### src/rtl/kpi_defines.svh
// Purpose: Offsets, field positions, reset values for the pin interrupt unit
// Assumes: Byte address is four times the register index
// Notes: Definitions only
`ifndef KPI_DEFINES_SVH
`define KPI_DEFINES_SVH

// ----------------------------------------
// Register indices and byte addresses
// ----------------------------------------
`define KPI_IDX_CTRL 16'h003c
`define KPI_IDX_PIN_EN 16'h307c
`define KPI_IDX_POLARITY 16'h307d
`define KPI_ADDR_CTRL (`KPI_IDX_CTRL << 2)
`define KPI_ADDR_PIN_EN (`KPI_IDX_PIN_EN << 2)
`define KPI_ADDR_POLARITY (`KPI_IDX_POLARITY << 2)
`define KPI_ADDR_W 16

// ----------------------------------------
// Control register fields
// ----------------------------------------
`define KPI_BIT_MODE 0
`define KPI_BIT_IE 1
`define KPI_BIT_ACK 2
`define KPI_BIT_FLAG 3

// ----------------------------------------
// Reset values and sizes
// ----------------------------------------
`define KPI_RST_CTRL 8'h00
`define KPI_RST_PIN_EN 8'h00
`define KPI_RST_POLARITY 8'h00
`define KPI_MAX_PINS 8

`endif

### src/rtl/kpi_pkg.sv
// Purpose: Shared types of the pin interrupt unit
// Assumes: Constants come from kpi_defines.svh
// Notes: Types only
package kpi_pkg;

  // AXI response codes
  typedef enum logic [1:0] {
    KPI_RESP_OKAY = 2'b00,
    KPI_RESP_SLVERR = 2'b10
  } kpi_resp_type;

  // Register selected by an address
  typedef enum logic [1:0] {
    KPI_SEL_NONE,
    KPI_SEL_CTRL,
    KPI_SEL_PIN_EN,
    KPI_SEL_POLARITY
  } kpi_sel_type;

endpackage : kpi_pkg

### src/rtl/kpi_sync.sv
// Purpose: Two-flop synchroniser for the pin inputs
// Assumes: Pins may change at any time
// Notes: First stage is read only by the second stage
module kpi_sync #(
  parameter int WIDTH = 8
) (
  input wire logic clk,
  input wire logic srst,
  input wire logic [WIDTH-1:0] din,
  output logic [WIDTH-1:0] dout
);
  import kpi_pkg::*;

  typedef struct packed {
    logic [WIDTH-1:0] stage1;
    logic [WIDTH-1:0] stage2;
  } kpi_sync_state_type;

  kpi_sync_state_type s_q;
  kpi_sync_state_type s_d;

  // Next state of both stages
  always_comb begin
    s_d = s_q;
    s_d.stage1 = din;
    s_d.stage2 = s_q.stage1;
  end

  // Register the state
  always_ff @(posedge clk) begin
    if (srst) begin
      s_q <= '0;
    end else begin
      s_q <= s_d;
    end
  end

  assign dout = s_q.stage2;

endmodule : kpi_sync

### src/rtl/kpi_top.sv
// Purpose: Pin interrupt unit with AXI4-Lite register access
// Assumes: Single clock; srst synchronous active high
// Notes: Deep stop detection compares raw pins with held history
//
// The register offsets and the AXI4-Lite interface to the registers were decided locally.
`include "kpi_defines.svh"

module kpi_top #(
  parameter int NUM_PINS = `KPI_MAX_PINS
) (
  input wire logic clk,
  input wire logic srst,
  input wire logic [`KPI_MAX_PINS-1:0] pin_in,
  input wire logic wait_mode,
  input wire logic deep_stop_mode,
  input wire logic debug_halt,
  output logic pin_irq,
  output logic wake_req,
  input wire logic [`KPI_ADDR_W-1:0] s_axi_awaddr,
  input wire logic s_axi_awvalid,
  output logic s_axi_awready,
  input wire logic [31:0] s_axi_wdata,
  input wire logic [3:0] s_axi_wstrb,
  input wire logic s_axi_wvalid,
  output logic s_axi_wready,
  output kpi_pkg::kpi_resp_type s_axi_bresp,
  output logic s_axi_bvalid,
  input wire logic s_axi_bready,
  input wire logic [`KPI_ADDR_W-1:0] s_axi_araddr,
  input wire logic s_axi_arvalid,
  output logic s_axi_arready,
  output logic [31:0] s_axi_rdata,
  output kpi_pkg::kpi_resp_type s_axi_rresp,
  output logic s_axi_rvalid,
  input wire logic s_axi_rready
);
  import kpi_pkg::*;

  // ----------------------------------------
  // State
  // ----------------------------------------
  typedef struct packed {
    logic [7:0] pin_n_enable;
    logic [7:0] pin_n_polarity;
    logic edge_level_select;
    logic pin_irq_enable;
    logic pin_irq_flag;
    logic irq;
    logic wake;
    logic [7:0] history;
    logic aw_held;
    logic [`KPI_ADDR_W-1:0] aw_addr;
    logic w_held;
    logic [7:0] w_data;
    logic w_lane0;
    logic awready;
    logic wready;
    logic bvalid;
    kpi_resp_type bresp;
    logic arready;
    logic rvalid;
    logic [31:0] rdata;
    kpi_resp_type rresp;
  } kpi_state_type;

  kpi_state_type s_q;
  kpi_state_type s_d;
  logic [7:0] pin_sync;
  logic [7:0] pin_mask;
  logic [7:0] run_hit;
  logic [7:0] stop_hit;
  logic detect;
  // Control reset byte, split into its fields by the state register
  localparam logic [7:0] CTRL_RESET = `KPI_RST_CTRL;

  // ----------------------------------------
  // Helpers
  // ----------------------------------------
  // Address to register select
  function automatic kpi_sel_type kpi_decode(input logic [`KPI_ADDR_W-1:0] addr);
    kpi_sel_type sel;
    sel = KPI_SEL_NONE;
    if (addr == `KPI_ADDR_W'(`KPI_ADDR_CTRL)) begin
      sel = KPI_SEL_CTRL;
    end else if (addr == `KPI_ADDR_W'(`KPI_ADDR_PIN_EN)) begin
      sel = KPI_SEL_PIN_EN;
    end else if (addr == `KPI_ADDR_W'(`KPI_ADDR_POLARITY)) begin
      sel = KPI_SEL_POLARITY;
    end
    return sel;
  endfunction : kpi_decode

  // Per-pin hit from current level, prior level, polarity and mode
  function automatic logic [7:0] kpi_hit(
    input logic [7:0] now,
    input logic [7:0] prev,
    input logic [7:0] pol,
    input logic mode
  );
    logic [7:0] edges;
    logic [7:0] levels;
    edges = (pol & now & ~prev) | (~pol & ~now & prev);
    levels = (pol & now) | (~pol & ~now);
    return mode ? (edges | levels) : edges;
  endfunction : kpi_hit

  // ----------------------------------------
  // Pin synchroniser
  // ----------------------------------------
  // Synchronise pins
  kpi_sync #(
    .WIDTH(8)
  ) u_sync (
    .clk(clk),
    .srst(srst),
    .din(pin_in),
    .dout(pin_sync)
  );

  // ----------------------------------------
  // Event detection
  // ----------------------------------------
  // Pins beyond NUM_PINS are never usable
  always_comb begin
    for (int i = 0; i < 8; i++) begin
      pin_mask[i] = (i < NUM_PINS);
    end
  end

  assign run_hit = kpi_hit(pin_sync, s_q.history, s_q.pin_n_polarity, s_q.edge_level_select);
  // Raw pins against held history; trades metastability margin for no sync latency
  assign stop_hit = kpi_hit(pin_in, s_q.history, s_q.pin_n_polarity, s_q.edge_level_select);
  assign detect = deep_stop_mode ?
    |(stop_hit & s_q.pin_n_enable & pin_mask) :
    |(run_hit & s_q.pin_n_enable & pin_mask);

  // ----------------------------------------
  // Next state
  // ----------------------------------------
  always_comb begin
    s_d = s_q;
    // History frozen in deep stop so the raw compare has a reference
    if (!deep_stop_mode) begin
      s_d.history = pin_sync;
    end

    // Write address and data, taken in either order
    if (s_axi_awvalid && s_q.awready) begin
      s_d.aw_held = 1'b1;
      s_d.aw_addr = s_axi_awaddr;
    end
    if (s_axi_wvalid && s_q.wready) begin
      s_d.w_held = 1'b1;
      s_d.w_data = s_axi_wdata[7:0];
      s_d.w_lane0 = s_axi_wstrb[0];
    end

    // Response handshake
    if (s_q.bvalid && s_axi_bready) begin
      s_d.bvalid = 1'b0;
    end

    // Perform a write once both halves are held
    if (s_q.aw_held && s_q.w_held && !s_q.bvalid) begin
      s_d.aw_held = 1'b0;
      s_d.w_held = 1'b0;
      s_d.bvalid = 1'b1;
      s_d.bresp = KPI_RESP_OKAY;
      unique case (kpi_decode(s_q.aw_addr))
        KPI_SEL_CTRL: begin
          if (s_q.w_lane0) begin
            s_d.edge_level_select = s_q.w_data[`KPI_BIT_MODE];
            s_d.pin_irq_enable = s_q.w_data[`KPI_BIT_IE];
            if (s_q.w_data[`KPI_BIT_ACK]) begin
              s_d.pin_irq_flag = 1'b0;
            end
          end
        end
        KPI_SEL_PIN_EN: begin
          if (s_q.w_lane0) begin
            s_d.pin_n_enable = s_q.w_data & pin_mask;
          end
        end
        KPI_SEL_POLARITY: begin
          if (s_q.w_lane0) begin
            s_d.pin_n_polarity = s_q.w_data & pin_mask;
          end
        end
        KPI_SEL_NONE: begin
          s_d.bresp = KPI_RESP_SLVERR;
        end
      endcase
    end

    // Debug halt does not gate detection
    if (detect) begin
      s_d.pin_irq_flag = 1'b1;
    end

    s_d.irq = s_d.pin_irq_flag & s_d.pin_irq_enable;
    s_d.wake = s_d.irq & (wait_mode | deep_stop_mode);

    // Read channel
    if (s_q.rvalid && s_axi_rready) begin
      s_d.rvalid = 1'b0;
    end
    if (s_axi_arvalid && s_q.arready) begin
      s_d.rvalid = 1'b1;
      s_d.rresp = KPI_RESP_OKAY;
      s_d.rdata = 32'h0000_0000;
      unique case (kpi_decode(s_axi_araddr))
        KPI_SEL_CTRL: begin
          // Acknowledge bit always reads zero
          s_d.rdata[`KPI_BIT_FLAG] = s_q.pin_irq_flag;
          s_d.rdata[`KPI_BIT_IE] = s_q.pin_irq_enable;
          s_d.rdata[`KPI_BIT_MODE] = s_q.edge_level_select;
        end
        KPI_SEL_PIN_EN: begin
          s_d.rdata[7:0] = s_q.pin_n_enable;
        end
        KPI_SEL_POLARITY: begin
          s_d.rdata[7:0] = s_q.pin_n_polarity;
        end
        KPI_SEL_NONE: begin
          s_d.rresp = KPI_RESP_SLVERR;
        end
      endcase
    end

    // Ready flags registered from next state so outputs stay flop-driven
    s_d.awready = !s_d.aw_held && !s_d.bvalid;
    s_d.wready = !s_d.w_held && !s_d.bvalid;
    s_d.arready = !s_d.rvalid;
  end

  // ----------------------------------------
  // State register
  // ----------------------------------------
  always_ff @(posedge clk) begin
    if (srst) begin
      s_q <= '0;
      s_q.pin_n_enable <= `KPI_RST_PIN_EN;
      s_q.pin_n_polarity <= `KPI_RST_POLARITY;
      // Control fields from the packed reset byte
      s_q.edge_level_select <= CTRL_RESET[`KPI_BIT_MODE];
      s_q.pin_irq_enable <= CTRL_RESET[`KPI_BIT_IE];
      s_q.pin_irq_flag <= CTRL_RESET[`KPI_BIT_FLAG];
      s_q.awready <= 1'b1;
      s_q.wready <= 1'b1;
      s_q.arready <= 1'b1;
    end else begin
      s_q <= s_d;
    end
  end

  // ----------------------------------------
  // Outputs
  // ----------------------------------------
  assign pin_irq = s_q.irq;
  assign wake_req = s_q.wake;
  assign s_axi_awready = s_q.awready;
  assign s_axi_wready = s_q.wready;
  assign s_axi_bvalid = s_q.bvalid;
  assign s_axi_bresp = s_q.bresp;
  assign s_axi_arready = s_q.arready;
  assign s_axi_rvalid = s_q.rvalid;
  assign s_axi_rdata = s_q.rdata;
  assign s_axi_rresp = s_q.rresp;

  // Debug halt has no effect on this unit
  logic unused_debug;
  assign unused_debug = debug_halt;

endmodule : kpi_top

### config.mk
export PLATFORM = sky130hd
export DESIGN_NAME = kpi_top
export DESIGN_NICKNAME = d
export VERILOG_FILES = /design/src/rtl/kpi_pkg.sv /design/src/rtl/kpi_sync.sv /design/src/rtl/kpi_top.sv
export VERILOG_INCLUDE_DIRS = /design/src /design/src/rtl
export SDC_FILE = /design/constraint.sdc
export NUM_CORES = 1
export LEC_CHECK = 0
export BUFFER_PORTS_ARGS = -buffer_cell sky130_fd_sc_hd__buf_2
export CAP_MARGIN = 5
export CORE_MARGIN = 2
export CORE_UTILIZATION = 40
export CTS_BUF_LIST = sky130_fd_sc_hd__clkbuf_16
export DETAILED_ROUTE_END_ITERATION = 10
export GPL_TIMING_DRIVEN = 0
export PLACE_DENSITY_LB_ADDON = 0.12
export SLEW_MARGIN = 0
export SYNTH_ARGS = -nofsm -noshare
export SYNTH_HDL_FRONTEND = slang
export SYNTH_HIERARCHICAL = 1
export SYNTH_SLANG_ARGS = --single-unit
### constraint.sdc
create_clock -name clk -period 1.6 [get_ports clk]
set_input_delay 0.24 -clock clk [delete_from_list [all_inputs] [get_ports clk]]
set_output_delay 0.24 -clock clk [all_outputs]
set_load 0.05 [all_outputs]
# --- Yosys cells after proc, flatten, opt, wreduce, memory -nomap -nowiden ---
# Cells that the tools add are included.
classes:
  n_bitwise: 23
  n_reduce_logical: 21
  n_eq_ne: 12
  n_mux: 30
ops:
  columns: ["operator", "n"]
  rows:
  - ["8-bit AND", 10]
  - ["16-bit equality test (second input constant)", 4]
  - ["8-bit OR", 6]
  - ["35-bit 2-to-1 mux", 1]
  - ["16-bit by 8-bit equality test with 1-bit output (second input constant)", 2]
  - ["8-bit inverter", 4]
  - ["2-bit 2-to-1 mux", 13]
  - ["17-bit 2-to-1 mux", 1]
  - ["8-bit 2-to-1 mux", 2]
  - ["8-bit OR reduction", 2]
  - ["10-bit 2-to-1 mux", 1]
  - ["1-bit logical AND", 9]
  - ["3-bit AND reduction", 3]
  - ["2-bit equality test (second input constant)", 4]
  - ["4-bit one-hot mux with 2 select lines", 1]
  - ["1-bit 2-to-1 mux", 7]
  - ["2-bit one-hot mux with 3 select lines", 1]
  - ["1-bit zero test", 5]
  - ["2-bit by 1-bit equality test with 1-bit output (second input constant)", 2]
  - ["2-bit zero test", 2]
  - ["3-bit 2-to-1 mux", 1]
  - ["1-bit one-hot mux with 3 select lines", 1]
  - ["1-bit AND", 2]
  - ["1-bit one-hot mux with 2 select lines", 1]
  - ["1-bit OR", 1]
word_totals:
  word_cells: 109
  out_inout_bits: 43
  input_bits: 86
  regBits: 89

# --- Longest topological paths before layout ---
# Gate-level depths: netlist (run 1).
logic_depth:
  depth_word: 12
  mapped_depth: 7
  depth_no_buf: 7

# --- By module ---
# Netlist (run 1), hierarchy kept.
modules_own_cells:
  columns: ["mod", "cells_each", "n_inst", "seq_area_each_um2", "area_each_um2"]
  rows:
  - ["kpi_top", 443, 1, 1421.4, 3867.5]
  - ["kpi_sync", 33, 1, 320.3, 464.2]

# --- Worst setup path after synthesis (run 1) ---
# OpenSTA, ideal clock, no wires.
synth_path:
  path_kind: "register -> register"
  start: "register s_q (netlist bit s_axi_bvalid)"
  end: "register s_q (netlist bit wake_req)"
  path_slack_ns: -0.119
  t_arrival_ns: 1.607
  path_buffers: 0
  path_stages_with_launch: 5
  required_ns: 1.488
  cell_sequence: "dfxtp_1 -> nor3b_1 -> and3_2 -> a21bo_2 -> a2111oi_1"
synth_between:
  elab_chain_len: 6
synth_lines:
  columns: ["element", "line_no", "source"]
  rows:
  - ["start: declaration", "kpi_top.sv:66", "kpi_state_type s_q;"]
  - ["1-bit zero test *", "kpi_top.sv:164", "if (s_q.aw_held && s_q.w_held && !s_q.bvalid) begin"]
  - ["1-bit logical AND *", "kpi_top.sv:164", null]
  - ["2-bit 2-to-1 mux *", "kpi_top.sv:164", null]
  - ["1-bit 2-to-1 mux", "kpi_top.sv:196", "if (detect) begin"]
  - ["1-bit AND *", "kpi_top.sv:200", "s_d.irq = s_d.pin_irq_flag & s_d.pin_irq_enable;"]
  - ["1-bit AND *", "kpi_top.sv:201", "s_d.wake = s_d.irq & (wait_mode | deep_stop_mode);"]
# Every way passes the cells marked *; elsewhere a longest branch is shown, timed or not.
# A chain may end at the register's enable or synchronous reset.

# --- Worst setup path in the final report (run 1) ---
layout_path:
  start: "register s_q[88] (netlist name)"
  end: "register s_q (netlist bit pin_irq)"
layout_between:
  elab_chain_len: 11
  elab_cells_between_ends: 24
layout_lines:
  columns: ["element", "line_no", "source"]
  rows:
  - ["8-bit inverter", "kpi_top.sv:102, kpi_top.sv:103", null]
  - ["8-bit AND", "kpi_top.sv:102, kpi_top.sv:103", null]
  - ["8-bit AND", "kpi_top.sv:102", "edges = (pol & now & ~prev) | (~pol & ~now & prev);"]
  - ["8-bit OR", "kpi_top.sv:102", null]
  - ["8-bit OR", "kpi_top.sv:104", "return mode ? (edges | levels) : edges;"]
  - ["8-bit 2-to-1 mux", "kpi_top.sv:104", null]
  - ["8-bit AND, on equally long branches", "kpi_top.sv:135, kpi_top.sv:134", null]
  - ["8-bit OR reduction, on equally long branches", "kpi_top.sv:135, kpi_top.sv:134", null]
  - ["1-bit 2-to-1 mux *", "kpi_top.sv:133", "assign detect = deep_stop_mode ?"]
  - ["1-bit 2-to-1 mux *", "kpi_top.sv:196", null]
  - ["1-bit AND *", "kpi_top.sv:200", null]
# Marked as above.

==> results of run 1 <==
[per-layer routing]
layer  wire, µm  part of all wire  track usage  vias up
li1           -                 -            -     1780
met1       4580              0.44        0.221     1591
met2       5190              0.50        0.330       64
met3        394             0.038       0.0452       16
met4        169             0.016       0.0641        0
met5          0                 0            0        -
[per-stage QoR]
step / TNS [ns] / instance area (µm²) / total power (µW)
after detailed placement: -9.12 / 4970 / 3050
after global placement: -7.73 / 4970 / 3040
after global routing: -3.05 / 5610 / 5180
after CTS: -1.55 / 5470 / 5000
after floorplan: -0.00177 / 4430 / 2860
final: -1.19 / 5610 / 4960
[cell usage in the layout, fill, tap and decap left out, types with 3 or more instances in the layout]
master / synthesis / routed
sky130_fd_sc_hd__nand3_1: 6 / 6
sky130_fd_sc_hd__dfxtp_2: 0 / 5
sky130_fd_sc_hd__o21ai_2: 0 / 5
sky130_fd_sc_hd__and2_1: 3 / 3
sky130_fd_sc_hd__dfxtp_4: 0 / 8
sky130_fd_sc_hd__a21oi_1: 34 / 34
sky130_fd_sc_hd__buf_4: 36 / 46
sky130_fd_sc_hd__buf_2: 2 / 73
sky130_fd_sc_hd__inv_1: 28 / 23
sky130_fd_sc_hd__clkbuf_16: 0 / 9
sky130_fd_sc_hd__nor2b_1: 10 / 10
sky130_fd_sc_hd__nand2_1: 68 / 68
sky130_fd_sc_hd__buf_6: 1 / 4
sky130_fd_sc_hd__nor3_1: 4 / 4
sky130_fd_sc_hd__mux2_1: 7 / 4
sky130_fd_sc_hd__nor2_1: 37 / 37
sky130_fd_sc_hd__nor2b_2: 7 / 7
sky130_fd_sc_hd__conb_1: 1 / 26
sky130_fd_sc_hd__dfxtp_1: 87 / 74
sky130_fd_sc_hd__a221oi_1: 4 / 3
sky130_fd_sc_hd__mux2_4: 0 / 7
sky130_fd_sc_hd__ha_4: 0 / 3
sky130_fd_sc_hd__mux2i_1: 27 / 26
sky130_fd_sc_hd__mux2_2: 14 / 10
sky130_fd_sc_hd__ha_2: 0 / 5
sky130_fd_sc_hd__o211ai_1: 7 / 7
sky130_fd_sc_hd__ha_1: 32 / 24
sky130_fd_sc_hd__inv_2: 0 / 4
sky130_fd_sc_hd__and2b_2: 6 / 6
sky130_fd_sc_hd__nand4_1: 3 / 3
sky130_fd_sc_hd__clkbuf_1: 15 / 14
[final timing paths]
kind | end | slack [ns]
setup reg to reg | pin_irq | -0.14
hold / removal | s_q[56] | 0.13
hold reg to reg | u_sync/dout[5] | 0.43
setup / recovery | pin_irq | -0.14
[worst max-delay path: stages, from the launching register on]
cell and delay, ns:
sky130_fd_sc_hd__dfxtp_4 0.37, sky130_fd_sc_hd__inv_1 0.06, sky130_fd_sc_hd__ha_1 0.28, sky130_fd_sc_hd__inv_1 0.05, sky130_fd_sc_hd__a221oi_2 0.29, sky130_fd_sc_hd__o2111ai_2 0.21, sky130_fd_sc_hd__o22ai_4 0.21, sky130_fd_sc_hd__a211oi_2 0.12
[flip-flops by register name (all words and copies together) (netlist names), 8 cells and up]
| name | flops |
|---|---|
| u_sync/s_d | 8 |
| u_sync/dout | 8 |
| s_q | 54 |
| s_axi_rdata | 8 |
[where the power goes]
part / switching [µW] / internal [µW]
Combinational: 451 / 253
Sequential: 67.2 / 2250
Clock: 886 / 1050
[cells in the mapped netlist, types with 3 or more instances]
| cell type | number |
|---|---|
| sky130_fd_sc_hd__nor2b_2 | 7 |
| sky130_fd_sc_hd__nor2_1 | 37 |
| sky130_fd_sc_hd__a21oi_1 | 34 |
| sky130_fd_sc_hd__buf_4 | 36 |
| sky130_fd_sc_hd__inv_1 | 28 |
| sky130_fd_sc_hd__a221oi_1 | 4 |
| sky130_fd_sc_hd__and2_1 | 3 |
| sky130_fd_sc_hd__mux2i_1 | 27 |
| sky130_fd_sc_hd__nor3_1 | 4 |
| sky130_fd_sc_hd__nand2_1 | 68 |
| sky130_fd_sc_hd__dfxtp_1 | 87 |
| sky130_fd_sc_hd__o21ai_0 | 7 |
| sky130_fd_sc_hd__ha_1 | 32 |
| sky130_fd_sc_hd__nand4_1 | 3 |
| sky130_fd_sc_hd__mux2_1 | 7 |
| sky130_fd_sc_hd__nand3_1 | 6 |
| sky130_fd_sc_hd__nor2b_1 | 10 |
| sky130_fd_sc_hd__mux2_2 | 14 |
| sky130_fd_sc_hd__and2b_2 | 6 |
| sky130_fd_sc_hd__o211ai_1 | 7 |
| sky130_fd_sc_hd__clkbuf_1 | 15 |
[repair_timing]
action	in CTS	in global routing
setup endpoints to repair	21	24
resized for setup	47	35
pin swaps	9	14
buffers inserted	7	5
[final cells by class]
type                    instances  area [µm²]  area share
inverters                      28         110      0.0196
repair buffers                 85         463      0.0826
multi-input cells             331        2450       0.437
flip-flops and latches         87        1780       0.317
well taps                     136         170      0.0304
clock inverters                 7        48.8     0.00870
plain buffers                  55         364      0.0649
clock buffers                   9         225      0.0402
[kinds of logic (layout without fill, tap and decap cells)]
kind of cell	Yosys count	count (layout)	share of synthesized area
adders and majority gates	32	32	0.0924
and+or+nand+nor	163	163	0.195
buffers and inverters	83	184	0.105
other	1	26	0.000866
DFF	87	87	0.402
muxes	48	48	0.117
AOI/OAI and AO/OA	62	62	0.0872
==> impl_results.rst, run 1 <==
.. list-table::
   :header-rows: 1

   * - Metric
     - Value
   * - Pin count of the biggest net entering global routing
     - 16
   * - Floorplan Core Area
     - 10400 µm²
   * - DRC Markers
     - 0
   * - Number of hold-slack violations in the final timing report
     - 0
   * - Post-synth EDFFs
     - 0
   * - Port bufs
     - 73
   * - Max Slew Vio Count
     - 0
   * - Reg2reg path depth
     - 7
   * - Count of yosys warnings during synthesis
     - 6
   * - Overflow after GRT
     - 0
   * - Worst max-slew margin expressed relative to the limit
     - 0.424
   * - Initial detailed-routing violation count
     - 110
   * - Count of distinct cell types in the synthesized netlist
     - 50
   * - DP Worst Slack
     - -0.441 ns
   * - Final setup viols
     - 20
   * - Top cells by area in the synthesized netlist
     - sky130_fd_sc_hd__dfxtp_1, sky130_fd_sc_hd__ha_1, sky130_fd_sc_hd__buf_4, sky130_fd_sc_hd__mux2i_1, sky130_fd_sc_hd__nand2_1
   * - Clock-pin slew on the worst setup and hold paths
     - 0.07 ns
   * - Worst supply voltage drop on vdd
     - 643 µV
   * - Instance count along the most critical hold path
     - 3
   * - Routed length per instance
     - 14.0 µm
   * - Top cell type's share of synthesized area
     - 0.402
   * - Effective utilization at floorplan
     - 0.416
   * - CP required
     - 1.80 ns
   * - Startpoint of the most critical hold path
     - s_axi_awaddr[5]
   * - Ratio of cells with drive above 1 in the final layout
     - 0.367
   * - Most used flip-flop cell after synthesis
     - sky130_fd_sc_hd__dfxtp_1
   * - Total global-route track usage
     - 0.187
   * - Area of the mapped netlist
     - 4330 µm²
   * - Worst clock skew on the final layout
     - 0.00834 ns
   * - Leakage power
     - 0.00257 µW
   * - Async set-reset flop share out of synthesis
     - 0
   * - Number of nets still failing antenna checks after routing
     - 0
   * - Final std cells w/o fill
     - 738
   * - Initial antenna violation count
     - 0
   * - Post-DP HPWL
     - 7660 µm
   * - Post-synthesis sequential area ratio
     - 0.402
   * - Path class of the lowest-slack min-delay path
     - in -> reg
   * - Hold slack
     - 0.131 ns
   * - Placed cell count
     - 710
   * - Clock latency of the later-clocked register in the worst-skew pair
     - 0.34 ns
   * - H-Tree Level Count
     - 3
   * - Launching instance or port of the critical path
     - s_q[88]
   * - Category of the worst setup path capture point
     - flop
   * - Wire length of the first global-routing pass
     - 16700 µm
   * - Transition time at the pin with the least slew margin
     - 0.865 ns
   * - Final WL
     - 10300 µm
   * - Count of state elements after synthesis
     - 87
   * - Antenna diode count
     - 0
   * - Avg Vias per Cell
     - 4.68
   * - TritonCTS clock tree
     - done
   * - Die Outline Area
     - 11700 µm²
   * - Total power per unit cell area
     - 885 nW/µm²
   * - Cts-stage hold buffer count
     - 0
   * - Startpoint of the lowest-slack register-to-register path
     - s_q[88]
   * - Kind of start point of the critical path
     - flop
   * - Run status
     - finished, violations left
   * - Area growth from synthesis to layout
     - 29.4%
   * - Root Buffer
     - sky130_fd_sc_hd__clkbuf_16
   * - Final worst slack
     - -0.139 ns
   * - Failing checks
     - setup timing
   * - Crit path DAT
     - 1.94 ns
   * - Count of TritonRoute iterations in the first routing pass
     - 4
   * - Chip width
     - 108 µm
   * - Count of mapped cells out of synthesis
     - 476
   * - Number of fill cells
     - 999
   * - Cell accounting for the most synthesized area
     - sky130_fd_sc_hd__dfxtp_1
   * - Maximum clock frequency
     - 575 MHz
   * - Unrepaired setup endpoints after global routing
     - yes
   * - Number of clock sinks
     - 87
   * - Vias
     - 3451
   * - Utilization of the core after routing
     - 0.538
   * - Die Y
     - 108 µm
   * - Number of max-cap violations
     - 0
   * - Number of buffers on the longest clock path
     - 2
   * - Post-Syn Area per Cell
     - 9.10 µm²
   * - Clock period minus worst slack
     - 1.74 ns
   * - Net count reported at finish
     - 715
   * - Final weighted congestion in routability-driven placement
     - 0.767
   * - Period utilization
     - 1.09
   * - Vias in the first global route
     - 3525
   * - TritonCTS buffer count
     - 9
   * - Category of the most critical setup path
     - reg -> reg
   * - Largest fanout of any net on the critical path
     - 5
   * - I/O pins
     - 129
   * - Std-Cell Rows
     - 37
(Power assumes the default switching activity.)
==> run 2, diff against run 1 <==
Settings changed: PLACE_DENSITY from default to 0.63, PLACE_DENSITY_LB_ADDON 0.12 to default.
==> run 2 against run 1 <==
  * The run still ends with setup timing left
  * Core utilization decreased by 0.47 points
  * Design area shrank 0.87%
  * Sequential power about the same
  * Via count rose by 0.81%
  * Combinational power fell by 1%
==> impl_results.rst, run 2 (synthesis results as in run 1) <==
.. list-table::
   :header-rows: 1

   * - Metric
     - Value
   * - Run status
     - finished, violations left
   * - Failing checks
     - setup timing
   * - Routed length per instance
     - 13.4 µm
   * - Unrepaired setup endpoints after global routing
     - yes
   * - Category of the worst setup path capture point
     - flop
   * - Max Slew Vio Count
     - 0
   * - Chip width
     - 108 µm
   * - Final Cell Area
     - 5560 µm²
   * - H-Tree Level Count
     - 3
   * - Die Outline Area
     - 11700 µm²
   * - Path class of the lowest-slack min-delay path
     - in -> reg
   * - Placed inst area
     - 4970 µm²
   * - Wire length of the first global-routing pass
     - 15800 µm
   * - Number of clock sinks
     - 87
   * - Floorplan Core Area
     - 10400 µm²
   * - Instance count along the most critical hold path
     - 3
   * - End of the worst register-to-register path
     - pin_irq
   * - Vias
     - 3479
   * - Total power per unit cell area
     - 938 nW/µm²
   * - Delay of the slowest cell on the worst path
     - 0.37 ns
   * - Crit path DAT
     - 1.92 ns
   * - Worst supply voltage drop on vdd
     - 691 µV
   * - Pin count of the biggest net entering global routing
     - 15
   * - Root Buffer
     - sky130_fd_sc_hd__clkbuf_16
   * - Overflow after GRT
     - 0
   * - Kind of start point of the critical path
     - flop
   * - Post-DP HPWL
     - 7540 µm
   * - Total global-route track usage
     - 0.175
   * - Number of buffers on the longest clock path
     - 2
   * - Number of nets still failing antenna checks after routing
     - 0
   * - Count of TritonRoute iterations in the first routing pass
     - 4
   * - Clock-pin slew on the worst setup and hold paths
     - 0.06 ns
   * - DP Worst Slack
     - -0.365 ns
   * - Area growth from synthesis to layout
     - 28.3%
   * - Clock latency of the later-clocked register in the worst-skew pair
     - 0.34 ns
   * - Largest register FFs
     - 54
   * - Final WL
     - 9870 µm
   * - Utilization of the core after routing
     - 0.534
   * - Startpoint of the lowest-slack register-to-register path
     - u_sync/dout[0]
   * - Final setup viols
     - 15
   * - CP required
     - 1.80 ns
   * - Startpoint of the most critical hold path
     - s_axi_awaddr[13]
   * - Transition time at the pin with the least slew margin
     - 0.809 ns
   * - Placed cell count
     - 710
   * - DRC Markers
     - 0
   * - Std-Cell Rows
     - 37
   * - TritonCTS clock tree
     - done
   * - Period utilization
     - 1.08
   * - Final weighted congestion in routability-driven placement
     - 0.762
   * - Largest fanout of any net on the critical path
     - 3
   * - Final std cells w/o fill
     - 735
   * - Final worst slack
     - -0.123 ns
   * - Maximum clock frequency
     - 580 MHz
   * - Buffers plus inverters on the worst setup path
     - 1
   * - Category of the most critical setup path
     - reg -> reg
   * - Antenna diode count
     - 0
   * - TritonCTS buffer count
     - 9
   * - Clock period minus worst slack
     - 1.72 ns
   * - Number of max-cap violations
     - 0
   * - Net count reported at finish
     - 712
   * - Ratio of cells with drive above 1 in the final layout
     - 0.344
   * - Ordered cell list for the critical path
     - inv_1 > ha_1 > mux2_2 > o21ai_0 > o2111ai_2 > o22ai_4 > a211oi_2
   * - Cts-stage hold buffer count
     - 0
   * - Worst Hold Endpoint
     - s_q[64]
   * - Initial detailed-routing violation count
     - 88
   * - Worst max-slew margin expressed relative to the limit
     - 0.460
   * - Worst clock skew on the final layout
     - 0.00504 ns
   * - Vias in the first global route
     - 3416
   * - CP delay by family, top
     - compound AO/OA/AOI/OAI gates
   * - Number of hold-slack violations in the final timing report
     - 0
   * - Overall power
     - 5210 µW
   * - I/O pins
     - 129
   * - Leakage power
     - 0.00259 µW
   * - Avg Vias per Cell
     - 4.73
   * - Slowest library cell on the worst path
     - sky130_fd_sc_hd__dfxtp_1
   * - Effective utilization at floorplan
     - 0.416
   * - Reg2reg path depth
     - 7
   * - Port bufs
     - 73
   * - Commonest cells after routing, fill and taps aside
     - sky130_fd_sc_hd__buf_2, sky130_fd_sc_hd__dfxtp_1, sky130_fd_sc_hd__nand2_1
   * - Initial antenna violation count
     - 0
   * - Register containing the most flip-flops in the final layout
     - s_q
   * - R2r setup slk
     - -0.12 ns
   * - Die Y
     - 108 µm
## run 2: cell count changes in the layout (fill, tap and decap cells not counted), sizes merged
cell and delta:
clkinvlp -2, buf -3, bufinv +2
## run 2: layout make-up
class | count | area [µm²]
Multi-Input combinational cell | 331 | 2390
Clock inverter | 7 | 88.8
Clock buffer | 9 | 225
Timing Repair Buffer | 82 | 440
Sequential cell | 87 | 1780
Inverter | 28 | 108
Fill cell | 981 | 4860
Tap cell | 136 | 170
Buffer | 55 | 362
## run 2: stage by stage
stage          TNS [ns]  hold WS [ns]
3_3_place_gp      -6.24         0.422
3_5_place_dp      -6.47         0.426
6_report         -0.687         0.131
2_1_floorplan  -0.00177         0.368
5_1_grt           -2.44         0.135
4_1_cts          -0.794         0.124
## run 2: worst max path at each step
stage	startpoint	endpoint	slack [ns]	cells after the start
6_report	u_sync/dout[0]	pin_irq	-0.12	7
5_1_grt	s_q[86]	pin_irq	-0.20	7
3_3_place_gp	s_q[55]	wake_req	-0.34	5
4_1_cts	s_q[86]	pin_irq	-0.15	7
3_5_place_dp	s_q[88]	wake_req	-0.36	7
2_1_floorplan	s_axi_araddr[3]	s_axi_rresp[1]	-0.002	5
## run 2: routing by layer
| layer | vias to the layer above | track usage | part of all wire |
|---|---|---|---|
| met5 | - | 0 | 0 |
| met4 | 0 | 0.0522 | 0.016 |
| met3 | 13 | 0.0470 | 0.050 |
| met2 | 72 | 0.317 | 0.51 |
| met1 | 1617 | 0.202 | 0.43 |
| li1 | 1777 | - | - |
## run 2: what timing repair did
item | in CTS | in global routing
resized for setup | 50 | 12
setup buffers | 7 | 2
pin swaps | 13 | 11
setup endpoints to repair | 21 | 22
cloned | 0 | 0
## run 2: report_power, final
part	switching [µW]	internal (µW)
Sequential	65.9	2250
Combinational	446	249
Clock	844	1360
Total	1360	3860
## run 2: tightest hold or removal path: stages
cell and delay, ns:
sky130_fd_sc_hd__buf_2 0.09, sky130_fd_sc_hd__nand2_1 0.05, sky130_fd_sc_hd__a21oi_1 0.05
